==> config.mk <==
export PLATFORM = sky130hd
export DESIGN_NAME = acs_sequencer
export DESIGN_NICKNAME = d
export VERILOG_FILES = /design/src/rtl/acs_pkg.sv /design/src/rtl/acs_sequencer.sv
export SDC_FILE = /design/constraint.sdc
export NUM_CORES = 1
export LEC_CHECK = 0
export BUFFER_PORTS_ARGS = -buffer_cell sky130_fd_sc_hd__buf_4
export CORE_MARGIN = 5
export CORE_UTILIZATION = 44
export DETAILED_ROUTE_END_ITERATION = 6
export PLACE_DENSITY = 0.66
export REMOVE_ABC_BUFFERS = 1
export SLEW_MARGIN = 40
export SYNTH_ARGS = -nofsm -noshare
export SYNTH_HDL_FRONTEND = slang
export SYNTH_SLANG_ARGS = --single-unit
==> constraint.sdc <==
create_clock -name hclk -period 4.5 [get_ports hclk]
set_input_delay 0.225 -clock hclk [delete_from_list [all_inputs] [get_ports hclk]]
set_output_delay 0.225 -clock hclk [all_outputs]
set_load 0.02 [all_outputs]
==> src/rtl/acs_pkg.sv <==
// package: register map, field layout and timing constants of the conversion sequencer
package acs_pkg;

  // ****************************************
  // register byte addresses
  // ****************************************
  localparam logic [11:0] OFS_POWER   = 12'h000;  // power_reduction_reg
  localparam logic [11:0] OFS_CTRL_A  = 12'h004;  // converter_control_a
  localparam logic [11:0] OFS_CTRL_B  = 12'h008;  // converter_control_b
  localparam logic [11:0] OFS_INSEL   = 12'h00C;  // input_select_reg
  localparam logic [11:0] OFS_RES_LO  = 12'h010;  // result_low_byte
  localparam logic [11:0] OFS_RES_HI  = 12'h014;  // result_high_byte
  localparam logic [11:0] OFS_TRIG    = 12'h018;  // trigger source flags, write one clears

  // ****************************************
  // field positions
  // ****************************************
  localparam int A_PRESCALE  = 0;   // converter_control_a [2:0]
  localparam int A_IE        = 3;
  localparam int A_DONE      = 4;   // conversion_done_flag
  localparam int A_ATE       = 5;   // auto_trigger_enable
  localparam int A_START     = 6;   // start_conversion_bit
  localparam int A_ENABLE    = 7;   // converter_enable_bit
  localparam int B_TSEL      = 0;   // trigger_source_select [2:0]
  localparam int B_LADJ      = 3;   // left_adjust_select
  localparam int S_CHAN      = 0;   // channel_select [3:0]
  localparam int S_REF       = 6;   // reference_select [1:0]
  localparam int P_GATE      = 0;   // converter_power_gate_bit

  localparam int          NTRIG       = 8;
  localparam logic [2:0]  TSEL_FREE   = 3'h0;   // done flag as trigger source
  localparam logic        POWER_RESET = 1'b1;   // converter gated after reset

  // ****************************************
  // timing, in converter clock half cycles
  // ****************************************
  localparam logic [5:0] HALF_NORMAL   = 6'h1A;  // 13 cycles
  localparam logic [5:0] HALF_FIRST    = 6'h32;  // 25 cycles
  localparam logic [5:0] HALF_AUTO     = 6'h1B;  // 13.5 cycles
  localparam logic [5:0] HALF_FREE     = 6'h1C;  // 14 cycles
  localparam logic [5:0] SH_NORMAL     = 6'h03;  // 1.5 cycles
  localparam logic [5:0] SH_FIRST      = 6'h1B;  // 13.5 cycles
  localparam logic [5:0] SH_AUTO       = 6'h04;  // 2 cycles
  localparam logic [5:0] SH_FREE       = 6'h05;  // 2.5 cycles
  localparam logic [5:0] HALF_LAST     = 6'h02;  // last converter cycle

  typedef enum logic [1:0] {ACS_K_NORMAL, ACS_K_FIRST, ACS_K_AUTO, ACS_K_FREE} acs_kind_t;
  typedef enum {ACS_IDLE, ACS_WAIT, ACS_CONV} acs_phase_t;

  typedef struct packed {
    logic [1:0] ref_sel;
    logic [3:0] chan;
  } acs_sel_t;

  typedef struct packed {
    logic       htrans_ok;
    logic       hwrite;
    logic [11:0] addr;
  } acs_aphase_t;
endpackage

==> src/rtl/acs_sequencer.sv <==
// module: conversion sequencer for a 10-bit converter with an AHB-Lite register slave
//
// Summary of operation
// - power flows only while enable is set and the power gate is clear; selections reach the converter even while power is off
// - converter returns a 10-bit code, zero at ground, full at reference
// - two-bit reference select picks supply, external pin or internal reference
// - result right adjusted by default, left adjusted when select bit set
// - low byte read locks result until high byte read; late results dropped
// - done flag still sets when a result is dropped
// - writing start begins a conversion; bit stays high until completion
// - channel change during a conversion takes effect afterwards
// - rising edge of chosen trigger resets prescaler and starts a conversion
// - edges during conversion ignored; held trigger needs fresh edge
// - trigger flags set regardless of enables; software must clear them
// - done flag as trigger gives free running after a software start
// - start still works with auto trigger; start reads one while converting
// - prescaler divides system clock, counts with enable, held reset otherwise
// - software start begins at next rising converter clock edge
// - normal conversion 13 cycles; first after enable 25 cycles
// - sample-and-hold at 1.5 cycles normal, 13.5 first
// - completion writes result, sets done flag, clears start in single mode
// - auto triggered: hold at 2 cycles, conversion 13.5 cycles plus sync
// - free running restarts at once, start stays high, hold 2.5, 14 cycles
// - selections follow writes until start, resume in the last cycle
`timescale 1ns/1ps
module acs_sequencer
(
  input  wire logic                     hclk,        // system clock, 50 MHz
  input  wire logic                     hresetn,     // asynchronous reset, active low
  input  wire logic                     hsel,        // slave select
  input  wire logic [31:0]              haddr,       // byte address
  input  wire logic [1:0]               htrans,      // transfer type
  input  wire logic                     hwrite,      // write when high
  input  wire logic [2:0]               hsize,       // transfer size
  input  wire logic [31:0]              hwdata,      // write data
  input  wire logic                     hready,      // bus ready
  output logic      [31:0]              hrdata,      // read data
  output logic                          hreadyout,   // slave ready
  output logic                          hresp,       // always OKAY
  input  wire logic [acs_pkg::NTRIG-1:0] trig_in,    // trigger source events, async
  input  wire logic                     irq_ack,     // done interrupt serviced, same clock
  input  wire logic [9:0]               conv_code,   // converter successive approx result
  output logic                          conv_power,  // converter supplied
  output acs_pkg::acs_sel_t             conv_sel,    // applied reference and channel
  output logic                          conv_sample, // sample-and-hold pulse
  output logic                          conv_clk_en, // converter clock enable pulse
  output logic                          done_irq     // done flag and interrupt enable
);

  // ****************************************
  // state
  // ****************************************
  typedef struct packed {
    acs_pkg::acs_aphase_t   ap;
    logic [31:0]            rdata;
    logic                   gate;
    logic [7:0]             ctrl_a;
    logic [3:0]             ctrl_b;
    acs_pkg::acs_sel_t      sel_sw;
    acs_pkg::acs_sel_t      sel_buf;
    logic [9:0]             result;
    logic                   locked;
    logic [acs_pkg::NTRIG-1:0] s1, s2, s3;
    logic [acs_pkg::NTRIG-1:0] tflag;
    logic [acs_pkg::NTRIG-1:0] lvl;
    logic                   src_prev;
    logic [6:0]             pre;
    logic                   half;
    acs_pkg::acs_phase_t    phase;
    acs_pkg::acs_kind_t     kind;
    logic                   first;
    logic                   start_pend;
    logic                   chain;
    logic [5:0]             hcnt;
    logic                   sample;
    logic                   clk_en;
    logic                   pwr;
    logic                   irq;
  } acs_state_t;

  acs_state_t r, next_r;

  // ****************************************
  // helpers
  // ****************************************
  function automatic logic [6:0] div_mask(input logic [2:0] ps);
    logic [6:0] m;
    // half period minus one; codes zero and one both give the fastest rate
    m = 7'h00;
    if (ps > 3'h1)
      m = 7'(({7'h00, 1'b1} << (ps - 3'h1)) - 8'h01);
    return m;
  endfunction

  function automatic logic [5:0] conv_len(input acs_pkg::acs_kind_t k);
    logic [5:0] v;
    v = acs_pkg::HALF_NORMAL;
    unique case (k)
      acs_pkg::ACS_K_NORMAL: v = acs_pkg::HALF_NORMAL;
      acs_pkg::ACS_K_FIRST:  v = acs_pkg::HALF_FIRST;
      acs_pkg::ACS_K_AUTO:   v = acs_pkg::HALF_AUTO;
      acs_pkg::ACS_K_FREE:   v = acs_pkg::HALF_FREE;
    endcase
    return v;
  endfunction

  function automatic logic [5:0] sh_point(input acs_pkg::acs_kind_t k);
    logic [5:0] v;
    v = acs_pkg::SH_NORMAL;
    unique case (k)
      acs_pkg::ACS_K_NORMAL: v = acs_pkg::SH_NORMAL;
      acs_pkg::ACS_K_FIRST:  v = acs_pkg::SH_FIRST;
      acs_pkg::ACS_K_AUTO:   v = acs_pkg::SH_AUTO;
      acs_pkg::ACS_K_FREE:   v = acs_pkg::SH_FREE;
    endcase
    return v;
  endfunction

  logic                   enable, ate, busy, wr, rd, done_evt, half_tick, trig_edge;
  logic [2:0]             tsel;
  logic [acs_pkg::NTRIG-1:0] trig_ok;
  logic [11:0]            a;
  logic [15:0]            adj;

  // ****************************************
  // next state
  // ****************************************
  always_comb
  begin
    next_r      = r;
    enable      = r.ctrl_a[acs_pkg::A_ENABLE] & ~r.gate;
    ate         = r.ctrl_a[acs_pkg::A_ATE];
    tsel        = r.ctrl_b[acs_pkg::B_TSEL +: 3];
    busy        = (r.phase != acs_pkg::ACS_IDLE);
    a           = r.ap.addr;
    wr          = r.ap.htrans_ok & r.ap.hwrite;
    rd          = r.ap.htrans_ok & ~r.ap.hwrite;
    done_evt    = 1'b0;
    next_r.sample = 1'b0;
    next_r.clk_en = 1'b0;

    // bus address phase
    next_r.ap.htrans_ok = hsel & hready & htrans[1];
    next_r.ap.hwrite    = hwrite;
    next_r.ap.addr      = haddr[11:0];

    // trigger synchronisers, change counted when second and third agree
    next_r.s1 = trig_in;
    next_r.s2 = r.s1;
    next_r.s3 = r.s2;
    next_r.lvl = (r.s2 & r.s3) | (r.lvl & (r.s2 | r.s3));
    trig_ok    = next_r.lvl & ~r.lvl;
    next_r.tflag = r.tflag | trig_ok;

    // prescaler, half tick every masked count
    half_tick = enable && ((r.pre & div_mask(r.ctrl_a[acs_pkg::A_PRESCALE +: 3])) ==
                           div_mask(r.ctrl_a[acs_pkg::A_PRESCALE +: 3]));
    next_r.pre = enable ? 7'(r.pre + 7'h01) : 7'h00;
    if (half_tick)
    begin
      next_r.pre  = 7'h00;
      next_r.half = ~r.half;
      next_r.clk_en = ~r.half;
    end
    if (!enable)
    begin
      next_r.half  = 1'b0;
      next_r.first = 1'b1;
    end

    // trigger source edge; done flag as source means free running
    trig_edge   = r.tflag[tsel] & ~r.src_prev;
    next_r.src_prev = r.tflag[tsel];

    unique case (r.phase)
      acs_pkg::ACS_IDLE:
      begin
        if (enable && r.start_pend)
          next_r.phase = acs_pkg::ACS_WAIT;
        else if (enable && ate && trig_edge && tsel != acs_pkg::TSEL_FREE)
        begin
          next_r.pre   = 7'h00;
          next_r.half  = 1'b0;
          next_r.phase = acs_pkg::ACS_CONV;
          next_r.kind  = r.first ? acs_pkg::ACS_K_FIRST : acs_pkg::ACS_K_AUTO;
          next_r.hcnt  = 6'h00;
          next_r.first = 1'b0;
          next_r.ctrl_a[acs_pkg::A_START] = 1'b1;
        end
      end
      acs_pkg::ACS_WAIT:
        if (half_tick && !r.half)
        begin
          next_r.phase = acs_pkg::ACS_CONV;
          next_r.kind  = r.first ? acs_pkg::ACS_K_FIRST : acs_pkg::ACS_K_NORMAL;
          next_r.hcnt  = 6'h00;
          next_r.first = 1'b0;
          next_r.start_pend = 1'b0;
        end
      acs_pkg::ACS_CONV:
        if (half_tick)
        begin
          next_r.hcnt = 6'(r.hcnt + 6'h01);
          if (6'(r.hcnt + 6'h01) == sh_point(r.kind))
            next_r.sample = 1'b1;
          if (6'(r.hcnt + 6'h01) == conv_len(r.kind))
            done_evt = 1'b1;
        end
    endcase

    // buffer tracks writes outside a conversion and in its last cycle
    if (!busy || r.phase == acs_pkg::ACS_WAIT ||
        (r.phase == acs_pkg::ACS_CONV && 6'(conv_len(r.kind) - r.hcnt) <= acs_pkg::HALF_LAST))
      next_r.sel_buf = r.sel_sw;

    if (done_evt)
    begin
      next_r.ctrl_a[acs_pkg::A_DONE] = 1'b1;
      if (!r.locked)
        next_r.result = conv_code;
      if (ate && tsel == acs_pkg::TSEL_FREE)
      begin
        next_r.hcnt = 6'h00;
        next_r.kind = acs_pkg::ACS_K_FREE;
      end
      else
      begin
        next_r.phase = acs_pkg::ACS_IDLE;
        next_r.ctrl_a[acs_pkg::A_START] = 1'b0;
      end
    end

    // register reads
    adj = r.ctrl_b[acs_pkg::B_LADJ] ? {r.result, 6'h00} : {6'h00, r.result};
    next_r.rdata = 32'h0000_0000;
    if (next_r.ap.htrans_ok && !hwrite)
      unique case (haddr[11:0])
        acs_pkg::OFS_POWER:  next_r.rdata = {31'h0000_0000, r.gate};
        acs_pkg::OFS_CTRL_A: next_r.rdata = {24'h00_0000, r.ctrl_a};
        acs_pkg::OFS_CTRL_B: next_r.rdata = {28'h000_0000, r.ctrl_b};
        acs_pkg::OFS_INSEL:  next_r.rdata = {24'h00_0000, r.sel_sw.ref_sel, 2'h0,
                                             r.sel_sw.chan};
        acs_pkg::OFS_RES_LO: next_r.rdata = {24'h00_0000, adj[7:0]};
        acs_pkg::OFS_RES_HI: next_r.rdata = {24'h00_0000, adj[15:8]};
        acs_pkg::OFS_TRIG:   next_r.rdata = {24'h00_0000, r.tflag};
        default:             next_r.rdata = 32'h0000_0000;
      endcase
    if (rd && a == acs_pkg::OFS_RES_LO)
      next_r.locked = 1'b1;
    if (rd && a == acs_pkg::OFS_RES_HI)
      next_r.locked = 1'b0;

    // register writes; hardware set beats software clear
    if (irq_ack)
      next_r.ctrl_a[acs_pkg::A_DONE] = done_evt;
    if (wr)
      unique case (a)
        acs_pkg::OFS_POWER:  next_r.gate = hwdata[acs_pkg::P_GATE];
        acs_pkg::OFS_CTRL_A:
        begin
          next_r.ctrl_a[acs_pkg::A_ENABLE] = hwdata[acs_pkg::A_ENABLE];
          next_r.ctrl_a[acs_pkg::A_ATE]    = hwdata[acs_pkg::A_ATE];
          next_r.ctrl_a[acs_pkg::A_IE]     = hwdata[acs_pkg::A_IE];
          next_r.ctrl_a[acs_pkg::A_PRESCALE +: 3] = hwdata[acs_pkg::A_PRESCALE +: 3];
          if (hwdata[acs_pkg::A_DONE] && !done_evt)
            next_r.ctrl_a[acs_pkg::A_DONE] = 1'b0;
          if (hwdata[acs_pkg::A_START] && hwdata[acs_pkg::A_ENABLE] && !r.gate)
          begin
            next_r.ctrl_a[acs_pkg::A_START] = 1'b1;
            if (!busy)
              next_r.start_pend = 1'b1;
          end
        end
        acs_pkg::OFS_CTRL_B: next_r.ctrl_b = hwdata[3:0];
        acs_pkg::OFS_INSEL:
        begin
          next_r.sel_sw.chan    = hwdata[acs_pkg::S_CHAN +: 4];
          next_r.sel_sw.ref_sel = hwdata[acs_pkg::S_REF +: 2];
        end
        acs_pkg::OFS_TRIG:   next_r.tflag = next_r.tflag &
                                            ~(hwdata[7:0] & ~trig_ok);
        default: ;
      endcase

    // done flag feeds trigger slot zero
    next_r.tflag[acs_pkg::TSEL_FREE] = next_r.ctrl_a[acs_pkg::A_DONE];

    // a write that switches the converter on keeps its start request
    if (!(next_r.ctrl_a[acs_pkg::A_ENABLE] & ~next_r.gate))
    begin
      next_r.phase = acs_pkg::ACS_IDLE;
      next_r.start_pend = 1'b0;
      next_r.ctrl_a[acs_pkg::A_START] = 1'b0;
    end
    next_r.pwr = next_r.ctrl_a[acs_pkg::A_ENABLE] & ~next_r.gate;
    next_r.irq = next_r.ctrl_a[acs_pkg::A_DONE] & next_r.ctrl_a[acs_pkg::A_IE];
  end

  always_ff @(posedge hclk or negedge hresetn)
  begin
    if (!hresetn)
    begin
      r       <= '0;
      r.gate  <= acs_pkg::POWER_RESET;
      r.first <= 1'b1;
      r.phase <= acs_pkg::ACS_IDLE;
      r.kind  <= acs_pkg::ACS_K_NORMAL;
    end
    else
      r <= next_r;
  end

  // ****************************************
  // outputs
  // ****************************************
  assign hrdata      = r.rdata;
  assign hreadyout   = 1'b1;
  assign hresp       = 1'b0;
  assign conv_power  = r.pwr;
  assign conv_sel    = r.sel_buf;
  assign conv_sample = r.sample;
  assign conv_clk_en = r.clk_en;
  assign done_irq    = r.irq;
endmodule

Yosys cells after proc, flatten, opt, wreduce, memory -nomap -nowiden
Cells that the tools add are included.

Bits in registers: 177. Word-level logic and storage cells: 188. Input bits: 93.

Reductions and logical operators: 33. $add $sub $neg: 5. Equal/unequal tests: 22. Mux-type cells: 67. Bitwise gates (word level): 26. $lt $le $gt $ge: 3. Shift-type cells: 1.

Operator list (number): $mux 32 (3); $eq 12x5->1 const B (6); $pmux 35 s2 (1); $eq 32x2->1 const B (2); $mux 6 (10); $mux 8 (7); $pmux 8 s7 (1); $eq 12x4->1 const B (4); $pmux 6 s4 (2); $mux 43 (1); $and 8x8->8 (5); $mux 36 (1); $mux 34 (1); $eq 32x1->1 const B (1); $eq 32x3->1 const B (1); $logic_not 32->1 (1); $reduce_bool 32->1 (1); $mux 1 (29); $eq 12x3->1 const B (2); $logic_not 12->1 (2); $not 8->8 (3); $or 8x8->8 (3); $mux 7 (3); $mux 19 (1); other kinds (30) (66).

Logic depth before layout (Yosys ltp)
Depth in word-level cells: 21. Depth in mapped cells: 14.

Least setup slack after synthesis
OpenSTA, ideal clock, no wires.

Kind: register -> register. From: register r[124] (netlist name). To: register r[9] (netlist name). Cell stages (with the launch flop): 15. Data arrival time: 2679 ps. Path slack: 1700 ps. Data required time: 4379 ps. Path through: dfrtp_1 buf_2 or3_1 ha_1 inv_1 o22ai_1 a221oi_2 nand2_1 inv_1 ha_1 nand2_1 nor4_1 nor2_1 a32oi_1 nand2_1.

RTL lines: start: declaration (line acs_sequencer.sv:81) `acs_state_t r, next_r;`; start signal: assignment (line acs_sequencer.sv:310) `r <= next_r;`.

==> impl_metrics.py <==
metrics = {
    "timing": {
        "worst_slack_ns": 1.18,
        "min_period_ns": 3.32,
        "fin_crit_sh": 0.739,
        "setup_viol": 0,
        "setup-tns-final_ns": 0,
        "hold_violations": 0,
        "rsz0062_at_grt": "no",
        "max_freq_mhz": 301,
        "relSlewSlack": 0.489,
        "maxSlewViolCount": 0,
        "clock_skew_ns": 0.0112,
        "tightest_slew_ns": 0.764,
    },
    "global_route": {
        "gr-usage-met3": 0.0496,
        "grt_pass1_vias": 4945,
        "use_met2": 0.268,
        "grt_pass1_wl_um": 25200,
        "grt_start_max_net_pins": 101,
        "overflow": 0,
        "busiest_layer": "met2",
        "track_usage": 0.175,
        "grt_antenna_before_repair": 0,
        "met1_usage": 0.244,
    },
    "critical_path": {
        "crit_start": "r[123]",
        "cpPeakStageDelay_ns": 0.41,
        "endpoint": "r[9]",
        "reg2reg_depth": 14,
        "crit_buf_inv": 3,
        "required_ns": 4.80,
        "critPathKind": "reg2reg",
        "cp_slowest_cell": "nor4_1",
        "arrival_ns": 3.62,
        "cp-start-kind": "flip-flop",
        "path_max_fanout": 5,
        "rrSetupSlack_ns": 1.18,
        "r2r_start": "r[123]",
        "r2r_end": "r[9]",
        "worstPathCellList": "inv_1 -> or3_1 -> ha_1 -> inv_1 -> o22ai_1 -> a221oi_2 -> nand2_1 -> inv_1 -> ha_1 -> nand2_1 -> nor4_1 -> nor2_1 -> a32oi_1 -> nand2_1",
        "cp.depth": 14,
        "cp_top_family": "simple AND/OR/NAND/NOR gates",
        "cp-end-kind": "flip-flop",
    },
    "floorplan": {
        "fp.dieH_um": 135,
        "core_area_mm2": 0.0152,
        "fp-row-count": 45,
        "io-pin-count": 137,
        "die_width_um": 135,
        "die-area_mm2": 0.0181,
        "initial_core_util": 0.449,
    },
    "cts": {
        "cts_tree": "done",
        "insertion_delay_ns": 0.42,
        "clkTransAtPathRegs_ns": 0.06,
        "cts_sinks": 148,
        "numCtsBuffers": 17,
        "clockBufferDepth": 2,
        "h-tree-depth": 4,
        "root_buffer": "clkbuf_16",
    },
    "finish": {
        "final_cell_mix": "dfrtp_1 (146), buf_4 (63), nand2_1 (44), and2_1 (35), o21ai_0 (32)",
        "final_common_cell": "dfrtp_1",
        "num_antenna_cells": 0,
        "nFillCells": 1301,
        "area_growth_syn_to_layout_pct": 18.1,
        "drive_gt1_frac": 0.201,
        "final_nets": 787,
        "fin_area_mm2": 0.00806,
    },
    "synthesis": {
        "synth-seq-area-share": 0.543,
        "synth.distinct_cells": 66,
        "synth_top_family_by_area": "simple AND/OR/NAND/NOR gates",
        "synth-compound-area-share": 0.0996,
        "synth-async-reset-ratio": 1.00,
        "synth_enable_flop_cells": 0,
        "ys_ff_latch": 148,
        "synthCells": 615,
        "ys_top_cells_by_area": "dfrtp_1 (54%), mux2_2 (4.6%), buf_4 (4.4%)",
        "synth_top_area_cell": "dfrtp_1",
        "syn-mean-instance-area_um2": 11.1,
        "synthMuxAreaShare": 0.0638,
        "synth_top_area_frac": 0.536,
        "synth_xor_area_frac": 0.0141,
        "synth-adder-area-share": 0.0279,
        "synth_simple_gate_area_frac": 0.178,
        "ys_warn_count": 0,
        "syn-cell-area_mm2": 0.00682,
        "ys.flop_type": "dfrtp_1",
    },
    "status": {
        "status": "completed",
    },
    "pwr": {
        "ir_worst_vdd_mv": 0.367,
        "power_density_mw_per_mm2": 363,
        "leakage_nw": 3.67,
    },
    "route": {
        "wl_um": 15000,
        "drt-initial-drc-count": 462,
        "routedWlPerCell_um": 16.9,
        "vias_per_cell": 5.39,
        "drc": 0,
        "first_pass_iters": 5,
        "antenna_left": 0,
        "vias": 4779,
    },
    "placed_design": {
        "io_buffers": 61,
        "place_ws_ns": 1.27,
        "hpwl_um": 10900,
        "gp_congestion": 0.919,
        "placed_cell_area_mm2": 0.00725,
    },
    "run": {
        "drv_cap": 0,
    },
    "worst_hold_path": {
        "min_path_type": "in2reg",
    },
}
-- Yosys cell counts (4+ instances only) --
cell / n
a21boi_0: 5
a21oi_1: 11
a222oi_1: 4
a22oi_1: 5
a31oi_1: 4
a32oi_1: 5
and2_1: 35
and3_1: 5
buf_4: 40
clkbuf_1: 11
dfrtp_1: 146
ha_1: 8
inv_1: 28
maj3_1: 7
mux2_2: 28
mux2i_1: 12
nand2_1: 44
nand2b_1: 6
nand3_1: 17
nand3b_1: 4
nand4_1: 9
nor2_1: 29
nor2b_1: 5
nor3_1: 21
nor3b_1: 5
nor4_1: 12
nor4b_1: 4
o21ai_0: 32
o22ai_1: 5
o31ai_1: 5
xnor2_1: 8
-- state kept, by name, indices dropped and copies added, names as in the netlist, 6 cells and up --
| signal | flops |
|---|---|
| r | 103 |
| next_r | 14 |
| a | 12 |
| hrdata | 8 |
| conv_sel | 6 |
-- cells by family (layout without fill, tap and decap cells) --
kind of cell	Yosys count	count (layout)
AND/OR/NAND/NOR	215	215
flip-flops	148	148
AO/OA/AOI/OAI	99	99
buffers and inverters	84	143
multiplexers	40	40
adder cells (fa/ha/maj)	16	16
XOR/XNOR	11	11
other	2	26
-- stage by stage --
step / cells / util / power, mW / hold slack [ns]
2_1_floorplan: 583 / - / 1.43 / -0.0706
5_1_grt: 886 / 0.530 / 3.03 / 0.0129
6_report: 886 / 0.530 / 2.93 / 0.0335
3_5_place_dp: 835 / 0.477 / 1.50 / 0.309
4_1_cts: 886 / 0.529 / 2.96 / 0.0140
3_3_place_gp: 835 / 0.477 / 1.50 / 0.331
-- cell type report --
type	instances	area, µm²	area share
Multi-Input combinational cell	407	2730	0.338
Sequential cell	148	3710	0.460
Inverter	28	105	0.0130
Tap cell	188	235	0.0292
Clock buffer	18	439	0.0545
Clock inverter	14	166	0.0207
Timing Repair Buffer	83	678	0.0842
-- where the power goes --
group          switching (mW)  leakage (nW)  internal (mW)
clock                   0.586         0.293          0.848
sequential             0.0131          1.86           1.35
combinational          0.0740          1.52         0.0491
-- per-layer routing --
layer / vias to the layer above / wire length [µm] / share of wire
li1: 2267 / - / -
met1: 2323 / 6890 / 0.46
met2: 168 / 6950 / 0.46
met3: 21 / 972 / 0.065
met4: 0 / 175 / 0.012
met5: - / 0 / 0
-- timing repair --
action                                 in CTS  in global routing
hold buffers                               19                  0
resized for setup                           0                  0
endpoints found under the hold margin     115                  0
buffers inserted                            0                  0
-- worst min path at each step --
stage | from | to | slack, ns | depth (start not counted)
6_report | conv_code[4] | r[101] | 0.03 | 2
5_1_grt | conv_code[3] | r[100] | 0.01 | 2
4_1_cts | conv_code[6] | r[103] | 0.01 | 2
3_5_place_dp | hresetn | r[44] | 0.31 | 1
3_3_place_gp | next_r[81] | next_r[73] | 0.33 | 0
2_1_floorplan | hresetn | a[0] | -0.07 | 0
No activity file was read; power rests on OpenSTA's default activity.
